`config.mk`:
```
export PLATFORM = sky130hd
export DESIGN_NAME = sysref_output_config_regs
export DESIGN_NICKNAME = d
export VERILOG_FILES = /design/src/rtl/sysref_cfg_pkg.sv /design/src/rtl/out_lane_gate.sv /design/src/rtl/sysref_output_config_regs.sv
export SDC_FILE = /design/constraint.sdc
export NUM_CORES = 1
export LEC_CHECK = 0
export ABC_AREA = 1
export BUFFER_PORTS_ARGS = -buffer_cell sky130_fd_sc_hd__buf_4
export CAP_MARGIN = 20
export CORE_MARGIN = 3
export CORE_UTILIZATION = 37
export CTS_BUF_LIST = sky130_fd_sc_hd__clkbuf_2 sky130_fd_sc_hd__clkbuf_4 sky130_fd_sc_hd__clkbuf_8
export DETAILED_ROUTE_END_ITERATION = 6
export REMOVE_ABC_BUFFERS = 1
export SLEW_MARGIN = 20
export SYNTH_ARGS = -nofsm -noshare
export SYNTH_HDL_FRONTEND = slang
export SYNTH_SLANG_ARGS = --single-unit
```
`constraint.sdc`:
```
create_clock -name core_clk -period 4.57 [get_ports core_clk]
set_input_delay 0.914 -clock core_clk [delete_from_list [all_inputs] [get_ports core_clk]]
set_output_delay 0.914 -clock core_clk [all_outputs]
set_load 0.005 [all_outputs]
```
`src/rtl/sysref_cfg_pkg.sv`:
```
package sysref_cfg_pkg;

    // output counts of the register map
    localparam int REF_LANES = 8;
    localparam int REF_REGS  = 7;
    localparam int CLK_OUTS  = 8;

    // register offsets, index 0 = first listed output
    localparam logic [6:0][7:0] REF_DLY_ADDR = {8'h58, 8'h49, 8'h39, 8'h38, 8'h2a, 8'h29, 8'h28};
    localparam logic [6:0][7:0] REF_ST_ADDR  = {8'h5c, 8'h4c, 8'h3d, 8'h3c, 8'h2e, 8'h2d, 8'h2c};
    localparam logic [7:0][7:0] CLK_ST_ADDR  = {8'h65, 8'h64, 8'h54, 8'h45, 8'h35, 8'h34, 8'h25, 8'h24};
    localparam logic [7:0]      CLK_EN0_ADDR = 8'h74;
    localparam logic [7:0]      CLK_EN1_ADDR = 8'h75;
    localparam logic [7:0]      REF_EN_ADDR  = 8'h76;

    // writable bits of each register kind
    localparam logic [7:0] REF_DLY_MASK = 8'h7f;
    localparam logic [7:0] REF_ST_MASK  = 8'hbc;
    localparam logic [7:0] CLK_ST_MASK  = 8'h9c;
    localparam logic [7:0] CLK_EN0_MASK = 8'hdb;
    localparam logic [7:0] CLK_EN1_MASK = 8'h03;
    localparam logic [7:0] REF_EN_MASK  = 8'hff;

    // values after reset
    localparam logic [7:0] REF_DLY_RST = 8'h10;
    localparam logic [7:0] REF_ST_RST  = 8'h00;
    localparam logic [7:0] CLK_ST_RST  = 8'h00;
    localparam logic [7:0] EN_RST      = 8'h00;

    // field positions
    localparam int FINE_LO_LSB = 5;
    localparam int SRC_BIT     = 4;
    localparam int COARSE_LSB  = 1;
    localparam int FINE_HI_BIT = 0;
    localparam int PD_BIT      = 7;
    localparam int BIAS_BIT    = 5;
    localparam int FMT_BIT     = 4;
    localparam int AMP_LSB     = 2;

    // reference lane -> register set (c0 and c1 share the c registers)
    localparam logic [7:0][2:0] REF_LANE_REG = {3'h6, 3'h5, 3'h5, 3'h4, 3'h3, 3'h2, 3'h1, 3'h0};
    // clock output -> bit in {enable hi, enable lo}
    localparam logic [7:0][3:0] CLK_EN_POS   = {4'h9, 4'h8, 4'h0, 4'h1, 4'h3, 4'h4, 4'h6, 4'h7};

    // analog step sizes
    localparam int COARSE_STEP_PS = 255;
    localparam int AMP_STEP_MV    = 250;
    localparam logic [7:0][7:0] FINE_PS = {8'ha0, 8'h87, 8'h6e, 8'h55, 8'h4b, 8'h32, 8'h19, 8'h00};

    localparam int DLY_W = 11;
    localparam int AMP_W = 10;

    // decoded settings of one reference output
    typedef struct packed {
        logic             pd;
        logic             src_sysref;
        logic             bias;
        logic             lvpecl;
        logic             on;
        logic [AMP_W-1:0] amp_mv;
        logic [DLY_W-1:0] delay_ps;
    } ref_out_cfg_s;

    // decoded settings of one clock output
    typedef struct packed {
        logic             pd;
        logic             lvpecl;
        logic             on;
        logic [AMP_W-1:0] amp_mv;
    } clk_out_cfg_s;

    // whole state of the register bank
    typedef struct packed {
        logic [6:0][7:0]             ref_dly;
        logic [6:0][7:0]             ref_st;
        logic [7:0][7:0]             clk_st;
        logic [7:0]                  clk_en0;
        logic [7:0]                  clk_en1;
        logic [7:0]                  ref_en;
        logic [7:0]                  rdata;
        logic                        rvalid;
        ref_out_cfg_s [7:0]          ref_cfg;
        clk_out_cfg_s [7:0]          clk_cfg;
    } bank_state_s;

    // state of one output lane
    typedef struct packed {
        logic s1;
        logic s2;
        logic q;
    } lane_state_s;

endpackage

```
`src/rtl/out_lane_gate.sv`:
```
`timescale 1ns/10ps
// brings one source level into core_clk and gates it
module out_lane_gate #(
    parameter int SYNC_STAGES = 2
) (
    input  wire logic core_clk,
    input  wire logic rstn,
    input  wire logic src_in,
    input  wire logic on,
    output logic      gated_out
);

    initial begin
        if (SYNC_STAGES != 2) begin
            $error("out_lane_gate: only two sync stages supported");
        end
    end

    sysref_cfg_pkg::lane_state_s st_reg;
    sysref_cfg_pkg::lane_state_s st_next;

    // two-flop sync, then low while off
    always_comb begin
        st_next    = st_reg;
        st_next.s1 = src_in;
        st_next.s2 = st_reg.s1;
        st_next.q  = on & st_reg.s2;
    end

    always_ff @(posedge core_clk or negedge rstn) begin
        if (!rstn) begin
            st_reg <= '0;
        end else begin
            st_reg <= st_next;
        end
    end

    assign gated_out = st_reg.q;

endmodule // out_lane_gate

```
`src/rtl/sysref_output_config_regs.sv`:
```
// Summary of operation
// - clock amplitude 00..11 gives 250..1000 mV
// - same amplitude levels in lvpecl format
// - format bit: 0 lvds, 1 lvpecl
// - enable 0 holds output low
// - source 0 takes channel divided clock
// - source 1, default, takes central sysref
// - fine code split d6:d5 and d0
// - state register: pd, bias (reference only), format, amplitude
// - register 0x76 holds eight reference enables
// - coarse delay is code times 255 ps
// - fine delay table 0 to 160 ps
// - power-down overrides format, enable, amplitude
// - bias bit selects lvds crossing bias
`timescale 1ns/10ps
module sysref_output_config_regs #(
    parameter int REF_LANES = 8,
    parameter int CLK_OUTS  = 8
) (
    input  wire logic                                  core_clk,
    input  wire logic                                  rstn,
    input  wire logic [7:0]                            reg_addr,
    input  wire logic [7:0]                            reg_wdata,
    input  wire logic                                  reg_wr,
    input  wire logic                                  reg_rd,
    output logic [7:0]                                 reg_rdata,
    output logic                                       reg_rvalid,
    input  wire logic                                  sysref_in,
    input  wire logic [REF_LANES-1:0]                  chan_div_clk,
    input  wire logic [CLK_OUTS-1:0]                   clk_src,
    output logic [REF_LANES-1:0]                       reference_output,
    output logic [CLK_OUTS-1:0]                        clock_output,
    output sysref_cfg_pkg::ref_out_cfg_s [7:0]         ref_cfg,
    output sysref_cfg_pkg::clk_out_cfg_s [7:0]         clk_cfg
);

    initial begin
        if (REF_LANES != sysref_cfg_pkg::REF_LANES || CLK_OUTS != sysref_cfg_pkg::CLK_OUTS) begin
            $error("sysref_output_config_regs: output counts are fixed by the register map");
        end
    end

    sysref_cfg_pkg::bank_state_s st_reg;
    sysref_cfg_pkg::bank_state_s st_next;

    logic [15:0]          clk_en_all;
    logic [REF_LANES-1:0] ref_src_pin;
    logic [REF_LANES-1:0] ref_on;
    logic [CLK_OUTS-1:0]  clk_on;

    assign clk_en_all = {st_reg.clk_en1, st_reg.clk_en0};

    // register writes, read mux and field decode
    always_comb begin
        logic [7:0] dly;
        logic [7:0] rst;
        logic [7:0] cst;
        logic [2:0] fine;
        logic [2:0] coarse;
        logic [1:0] amp;
        logic [2:0] ri;
        logic [7:0] rd;
        dly     = '0;
        rst     = '0;
        cst     = '0;
        fine    = '0;
        coarse  = '0;
        amp     = '0;
        ri      = '0;
        rd      = '0;
        st_next = st_reg;

        for (int i = 0; i < sysref_cfg_pkg::REF_REGS; i++) begin
            if (reg_wr && reg_addr == sysref_cfg_pkg::REF_DLY_ADDR[i]) begin
                st_next.ref_dly[i] = reg_wdata & sysref_cfg_pkg::REF_DLY_MASK;
            end
            if (reg_addr == sysref_cfg_pkg::REF_DLY_ADDR[i]) begin
                rd = st_reg.ref_dly[i];
            end
        end

        for (int i = 0; i < sysref_cfg_pkg::REF_REGS; i++) begin
            if (reg_wr && reg_addr == sysref_cfg_pkg::REF_ST_ADDR[i]) begin
                st_next.ref_st[i] = reg_wdata & sysref_cfg_pkg::REF_ST_MASK;
            end
            if (reg_addr == sysref_cfg_pkg::REF_ST_ADDR[i]) begin
                rd = st_reg.ref_st[i];
            end
        end

        for (int i = 0; i < CLK_OUTS; i++) begin
            if (reg_wr && reg_addr == sysref_cfg_pkg::CLK_ST_ADDR[i]) begin
                st_next.clk_st[i] = reg_wdata & sysref_cfg_pkg::CLK_ST_MASK;
            end
            if (reg_addr == sysref_cfg_pkg::CLK_ST_ADDR[i]) begin
                rd = st_reg.clk_st[i];
            end
        end

        if (reg_wr && reg_addr == sysref_cfg_pkg::CLK_EN0_ADDR) begin
            st_next.clk_en0 = reg_wdata & sysref_cfg_pkg::CLK_EN0_MASK;
        end
        if (reg_wr && reg_addr == sysref_cfg_pkg::CLK_EN1_ADDR) begin
            st_next.clk_en1 = reg_wdata & sysref_cfg_pkg::CLK_EN1_MASK;
        end
        if (reg_wr && reg_addr == sysref_cfg_pkg::REF_EN_ADDR) begin
            st_next.ref_en = reg_wdata & sysref_cfg_pkg::REF_EN_MASK;
        end
        if (reg_addr == sysref_cfg_pkg::CLK_EN0_ADDR) begin
            rd = st_reg.clk_en0;
        end
        if (reg_addr == sysref_cfg_pkg::CLK_EN1_ADDR) begin
            rd = st_reg.clk_en1;
        end
        if (reg_addr == sysref_cfg_pkg::REF_EN_ADDR) begin
            rd = st_reg.ref_en;
        end

        // read answer one cycle after the strobe, zero if unmapped
        st_next.rvalid = reg_rd;
        if (reg_rd) begin
            // stored masked, so reserved read zero
            st_next.rdata = rd;
        end

        // reference lane decode from current register values
        for (int k = 0; k < REF_LANES; k++) begin
            ri  = sysref_cfg_pkg::REF_LANE_REG[k];
            dly = st_reg.ref_dly[ri];
            rst = st_reg.ref_st[ri];
            // fine msb at d0, low bits at d6:d5
            fine   = {dly[sysref_cfg_pkg::FINE_HI_BIT], dly[sysref_cfg_pkg::FINE_LO_LSB +: 2]};
            coarse = dly[sysref_cfg_pkg::COARSE_LSB +: 3];
            amp    = rst[sysref_cfg_pkg::AMP_LSB +: 2];
            st_next.ref_cfg[k].delay_ps = 11'(coarse * sysref_cfg_pkg::COARSE_STEP_PS)
                                        + 11'(sysref_cfg_pkg::FINE_PS[fine]);
            st_next.ref_cfg[k].src_sysref = dly[sysref_cfg_pkg::SRC_BIT];
            st_next.ref_cfg[k].pd         = rst[sysref_cfg_pkg::PD_BIT];
            st_next.ref_cfg[k].bias       = rst[sysref_cfg_pkg::BIAS_BIT];
            if (rst[sysref_cfg_pkg::PD_BIT]) begin
                st_next.ref_cfg[k].lvpecl = 1'b0;
                st_next.ref_cfg[k].on     = 1'b0;
                st_next.ref_cfg[k].amp_mv = '0;
            end else begin
                st_next.ref_cfg[k].lvpecl = rst[sysref_cfg_pkg::FMT_BIT];
                st_next.ref_cfg[k].on     = st_reg.ref_en[REF_LANES-1-k];
                st_next.ref_cfg[k].amp_mv = 10'((amp + 1) * sysref_cfg_pkg::AMP_STEP_MV);
            end
        end

        // clock output decode
        for (int i = 0; i < CLK_OUTS; i++) begin
            cst = st_reg.clk_st[i];
            amp = cst[sysref_cfg_pkg::AMP_LSB +: 2];
            st_next.clk_cfg[i].pd = cst[sysref_cfg_pkg::PD_BIT];
            if (cst[sysref_cfg_pkg::PD_BIT]) begin
                st_next.clk_cfg[i].lvpecl = 1'b0;
                st_next.clk_cfg[i].on     = 1'b0;
                st_next.clk_cfg[i].amp_mv = '0;
            end else begin
                st_next.clk_cfg[i].lvpecl = cst[sysref_cfg_pkg::FMT_BIT];
                st_next.clk_cfg[i].on     = clk_en_all[sysref_cfg_pkg::CLK_EN_POS[i]];
                st_next.clk_cfg[i].amp_mv = 10'((amp + 1) * sysref_cfg_pkg::AMP_STEP_MV);
            end
        end
    end

    // register bank
    always_ff @(posedge core_clk or negedge rstn) begin
        if (!rstn) begin
            st_reg         <= '0;
            st_reg.ref_dly <= {sysref_cfg_pkg::REF_REGS{sysref_cfg_pkg::REF_DLY_RST}};
            st_reg.ref_st  <= {sysref_cfg_pkg::REF_REGS{sysref_cfg_pkg::REF_ST_RST}};
            st_reg.clk_st  <= {CLK_OUTS{sysref_cfg_pkg::CLK_ST_RST}};
            st_reg.clk_en0 <= sysref_cfg_pkg::EN_RST;
            st_reg.clk_en1 <= sysref_cfg_pkg::EN_RST;
            st_reg.ref_en  <= sysref_cfg_pkg::EN_RST;
        end else begin
            st_reg <= st_next;
        end
    end

    // source choice per reference lane, gating enables per reference lane and clock output
    always_comb begin
        for (int k = 0; k < REF_LANES; k++) begin
            // channel clock when select is 0
            // central sysref when select is 1
            ref_src_pin[k] = st_reg.ref_cfg[k].src_sysref ? sysref_in : chan_div_clk[k];
            ref_on[k]      = st_reg.ref_cfg[k].on;
        end
        for (int i = 0; i < CLK_OUTS; i++) begin
            clk_on[i] = st_reg.clk_cfg[i].on;
        end
    end

    for (genvar k = 0; k < REF_LANES; k++) begin : g_ref
        out_lane_gate #(
            .SYNC_STAGES (2)
        ) u_gate (
            .core_clk  (core_clk),
            .rstn      (rstn),
            .src_in    (ref_src_pin[k]),
            .on        (ref_on[k]),
            .gated_out (reference_output[k])
        );
    end

    for (genvar i = 0; i < CLK_OUTS; i++) begin : g_clk
        out_lane_gate #(
            .SYNC_STAGES (2)
        ) u_gate (
            .core_clk  (core_clk),
            .rstn      (rstn),
            .src_in    (clk_src[i]),
            .on        (clk_on[i]),
            .gated_out (clock_output[i])
        );
    end

    assign reg_rdata  = st_reg.rdata;
    assign reg_rvalid = st_reg.rvalid;
    assign ref_cfg    = st_reg.ref_cfg;
    assign clk_cfg    = st_reg.clk_cfg;

endmodule // sysref_output_config_regs

```
==> results.sh <==
export IMPL_status="complete, no violations"
export IMPL_cts_setup_buffers=0
export IMPL_grtUsageTotal_pct=17.18
export IMPL_hp_class="input pin to async pin"
export IMPL_grt_pass1_wl_microns=97280
export IMPL_min_period_ns=3.695
export IMPL_synth_top_cells_by_area="dfrtp_1 44%, ha_1 12%, buf_4 9.7%"
export IMPL_synth_avg_cell_area_sq_um=9.654
export IMPL_synth_xor_area_share_pct=3.088
export IMPL_path_buf_inv=4
export IMPL_tightestPinTransition_ns=1.050
export IMPL_grt_max_degree=106
export IMPL_io_pins=374
export IMPL_p_leak_nw=15.46
export IMPL_finalPower_mw=10.46
export IMPL_cts_resized=0
export IMPL_dr_first_iter_drc_count=1035
export IMPL_crit_top_cell="nor2_1"
export IMPL_ys_seq_area_share_pct=44.24
export IMPL_synth_largest_area_cell="dfrtp_1"
export IMPL_dr_pass1_iters=7
export IMPL_gp_congestion=0.8306
export IMPL_grt_pass1_vias=16690
export IMPL_skew_ns=0.03210
export IMPL_clock_fmax_mhz=270.6
export IMPL_worstPathCellList="fa_1 -> inv_1 -> fa_1 -> inv_1 -> ha_1 -> a21oi_1 -> nand2_1 -> a21oi_1 -> inv_1 -> a21oi_1 -> inv_1 -> a21oi_1 -> nor2_1 -> nor2_1 -> nor2_1 -> nor2_1 -> nor2_1 -> nor2_1 -> xnor2_1"
export IMPL_ys_warn_count=0
export IMPL_row_count=96
export IMPL_antenna_found_initial=9
export IMPL_die_area_sq_um=73750
export IMPL_cts_inserted_buffers=83
export IMPL_setup_violations_final=0
export IMPL_clock_root_buffer="clkbuf_8"
export IMPL_nets=3166
export IMPL_muxShareOfSynthArea_pct=0.5274
export IMPL_wl_per_cell_microns=16.62
export IMPL_io_buffer_count=357
export IMPL_tns_ns=0
export IMPL_synth_compound_area_share_pct=6.200
export IMPL_cp_start_kind="register"
export IMPL_grt_ovfl_total=0
export IMPL_synthCells=2703
export IMPL_synthFlopType="dfrtp_1"
export IMPL_grt_setup_unrepaired="no"
export IMPL_cts_sinks=461
export IMPL_ant_nets=0
export IMPL_slew_viol_final=0
export IMPL_fillers=6906
export IMPL_synth_cell_types=42
export IMPL_cts_tree="built"
export IMPL_start_util_pct=37.72
export IMPL_yosys_area_share_simple_pct=10.30
export IMPL_cp_top_family="adder cells"
export IMPL_whs_ns=0.3430
export IMPL_h_tree_depth=3
export IMPL_period_share_pct=80.86
export IMPL_fin_util_pct=42.32
export IMPL_postCtsHoldBufs=0
export IMPL_cp_end_kind="register"
export IMPL_final_layout_size_suffix_gt1_share_pct=20.04
export IMPL_hpwl_microns=47720
export IMPL_ys_ff_latch=461
export IMPL_die_w_microns=271.6
export IMPL_synthAdderAreaFrac_pct=18.88
export IMPL_core_area_sq_um=69190
export IMPL_synthTopCellsByCount="454 x dfrtp_1, 435 x inv_1, 336 x buf_4"
export IMPL_syn_area_sq_um=26100
export IMPL_cap_viol_max_count=0
export IMPL_drt_wl_total_microns=62980
export IMPL_area_growth_pct=12.21
export IMPL_synth_edf_count=0
export IMPL_worstPathArrival_ns=4.29
export IMPL_clk_pin_slew_worst_paths_ns=0.06
export IMPL_worstPathRequired_ns=5.17
export IMPL_powerDensity_nw_per_um2=357.1
export IMPL_yosysMostFrequentCell="dfrtp_1"
export IMPL_vias=16480
export IMPL_die_h_microns=271.6
export IMPL_async_flop_share_pct=100.0
export IMPL_cp_max_fo=7
export IMPL_cts_max_path_buffers=3
export IMPL_synth_top_area_share_pct=43.54
export IMPL_synth_top_family_by_area="adder cells"
export IMPL_clock_latency_ns=0.67
export IMPL_max_slew_margin_pct=29.90
export IMPL_worstSetupPathType="register to register"
export IMPL_hold_violations=0
export IMPL_vias_per_cell=4.349
export IMPL_drcViolationCount=0
export IMPL_critPathMaxStageDelay_ns=0.62
export IMPL_peakVddDrop_v=0.0002126
export IMPL_largest_register_ffs=176
export IMPL_cpMaxStageDelayCell="fa_1"
[through the flow]
| stage | setup slack (ns) | area, sq um | std cells |
|---|---|---|---|
| 6_report | 0.8746 | 29280 | 3790 |
| 5_1_grt | 0.5283 | 29270 | 3786 |
| 4_1_cts | 0.8641 | 29270 | 3786 |
| 3_5_place_dp | 0.8622 | 27450 | 3637 |
| 3_3_place_gp | 0.9433 | 27450 | 3637 |
| 2_1_floorplan | 1.162 | 23460 | 2339 |
[layout make-up]
type / count / area (sq um) / area share, %
flip-flops and latches: 461 / 11540 / 39.43
well taps: 931 / 1165 / 3.978
clock inverters: 20 / 193.9 / 0.6623
multi-input cells: 1432 / 10240 / 34.96
inverters: 446 / 1674 / 5.717
repair buffers: 367 / 2825 / 9.649
diodes: 4 / 10.01 / 0.03419
clock buffers: 129 / 1632 / 5.572
[final timing paths]
kind                                                  from                         to  slack, ns  depth (start not counted)
min in group core_clk           g_ref[0].u_gate.st_next[1]  g_ref[0].u_gate.st_reg[1]       0.35                          0
worst min register to register  g_ref[0].u_gate.st_next[1]  g_ref[0].u_gate.st_reg[1]       0.35                          0
worst min-delay path                                  rstn                clk_cfg[87]       0.34                          1
worst max-delay path                           st_reg[475]                ref_cfg[36]       0.87                         19
max in group asynchronous                             rstn              clk_en_all[3]       3.21                          2
worst max register to register                 st_reg[475]                ref_cfg[36]       0.87                         19
[layout by cell type, fill, tap and decap left out, drive strengths merged, types with 40 or more instances in the layout]
cell type / instances
a21oi: 91
buf: 367
clkbuf: 129
dfrtp: 454
fa: 93
ha: 245
inv: 449
nand2: 311
nor2: 289
o21ai: 196
xnor2: 52
xor2: 40
[kinds of logic after synthesis]
logic type	after synthesis
fa+ha+maj	338
flops	461
simple gates	663
mux	13
buf+inv	825
compound gates	310
xor+xnor	92
other cells	1
[power breakdown]
part / internal [mW] / switching, mW / leakage [nW]
clock network: 2.45 / 1.77 / 0.973
registers: 4.44 / 0.242 / 5.72
logic: 0.734 / 0.823 / 8.77
total: 7.63 / 2.83 / 15.5
[layer usage]
metal / up-vias / routed length (microns) / GRT usage, %
li1: 8084 / - / -
met1: 7837 / 28000 / 22.76
met2: 459 / 28990 / 27.73
met3: 98 / 4462 / 4.216
met4: 6 / 1470 / 5.450
met5: - / 46 / 0
(Power assumes the default switching activity.)
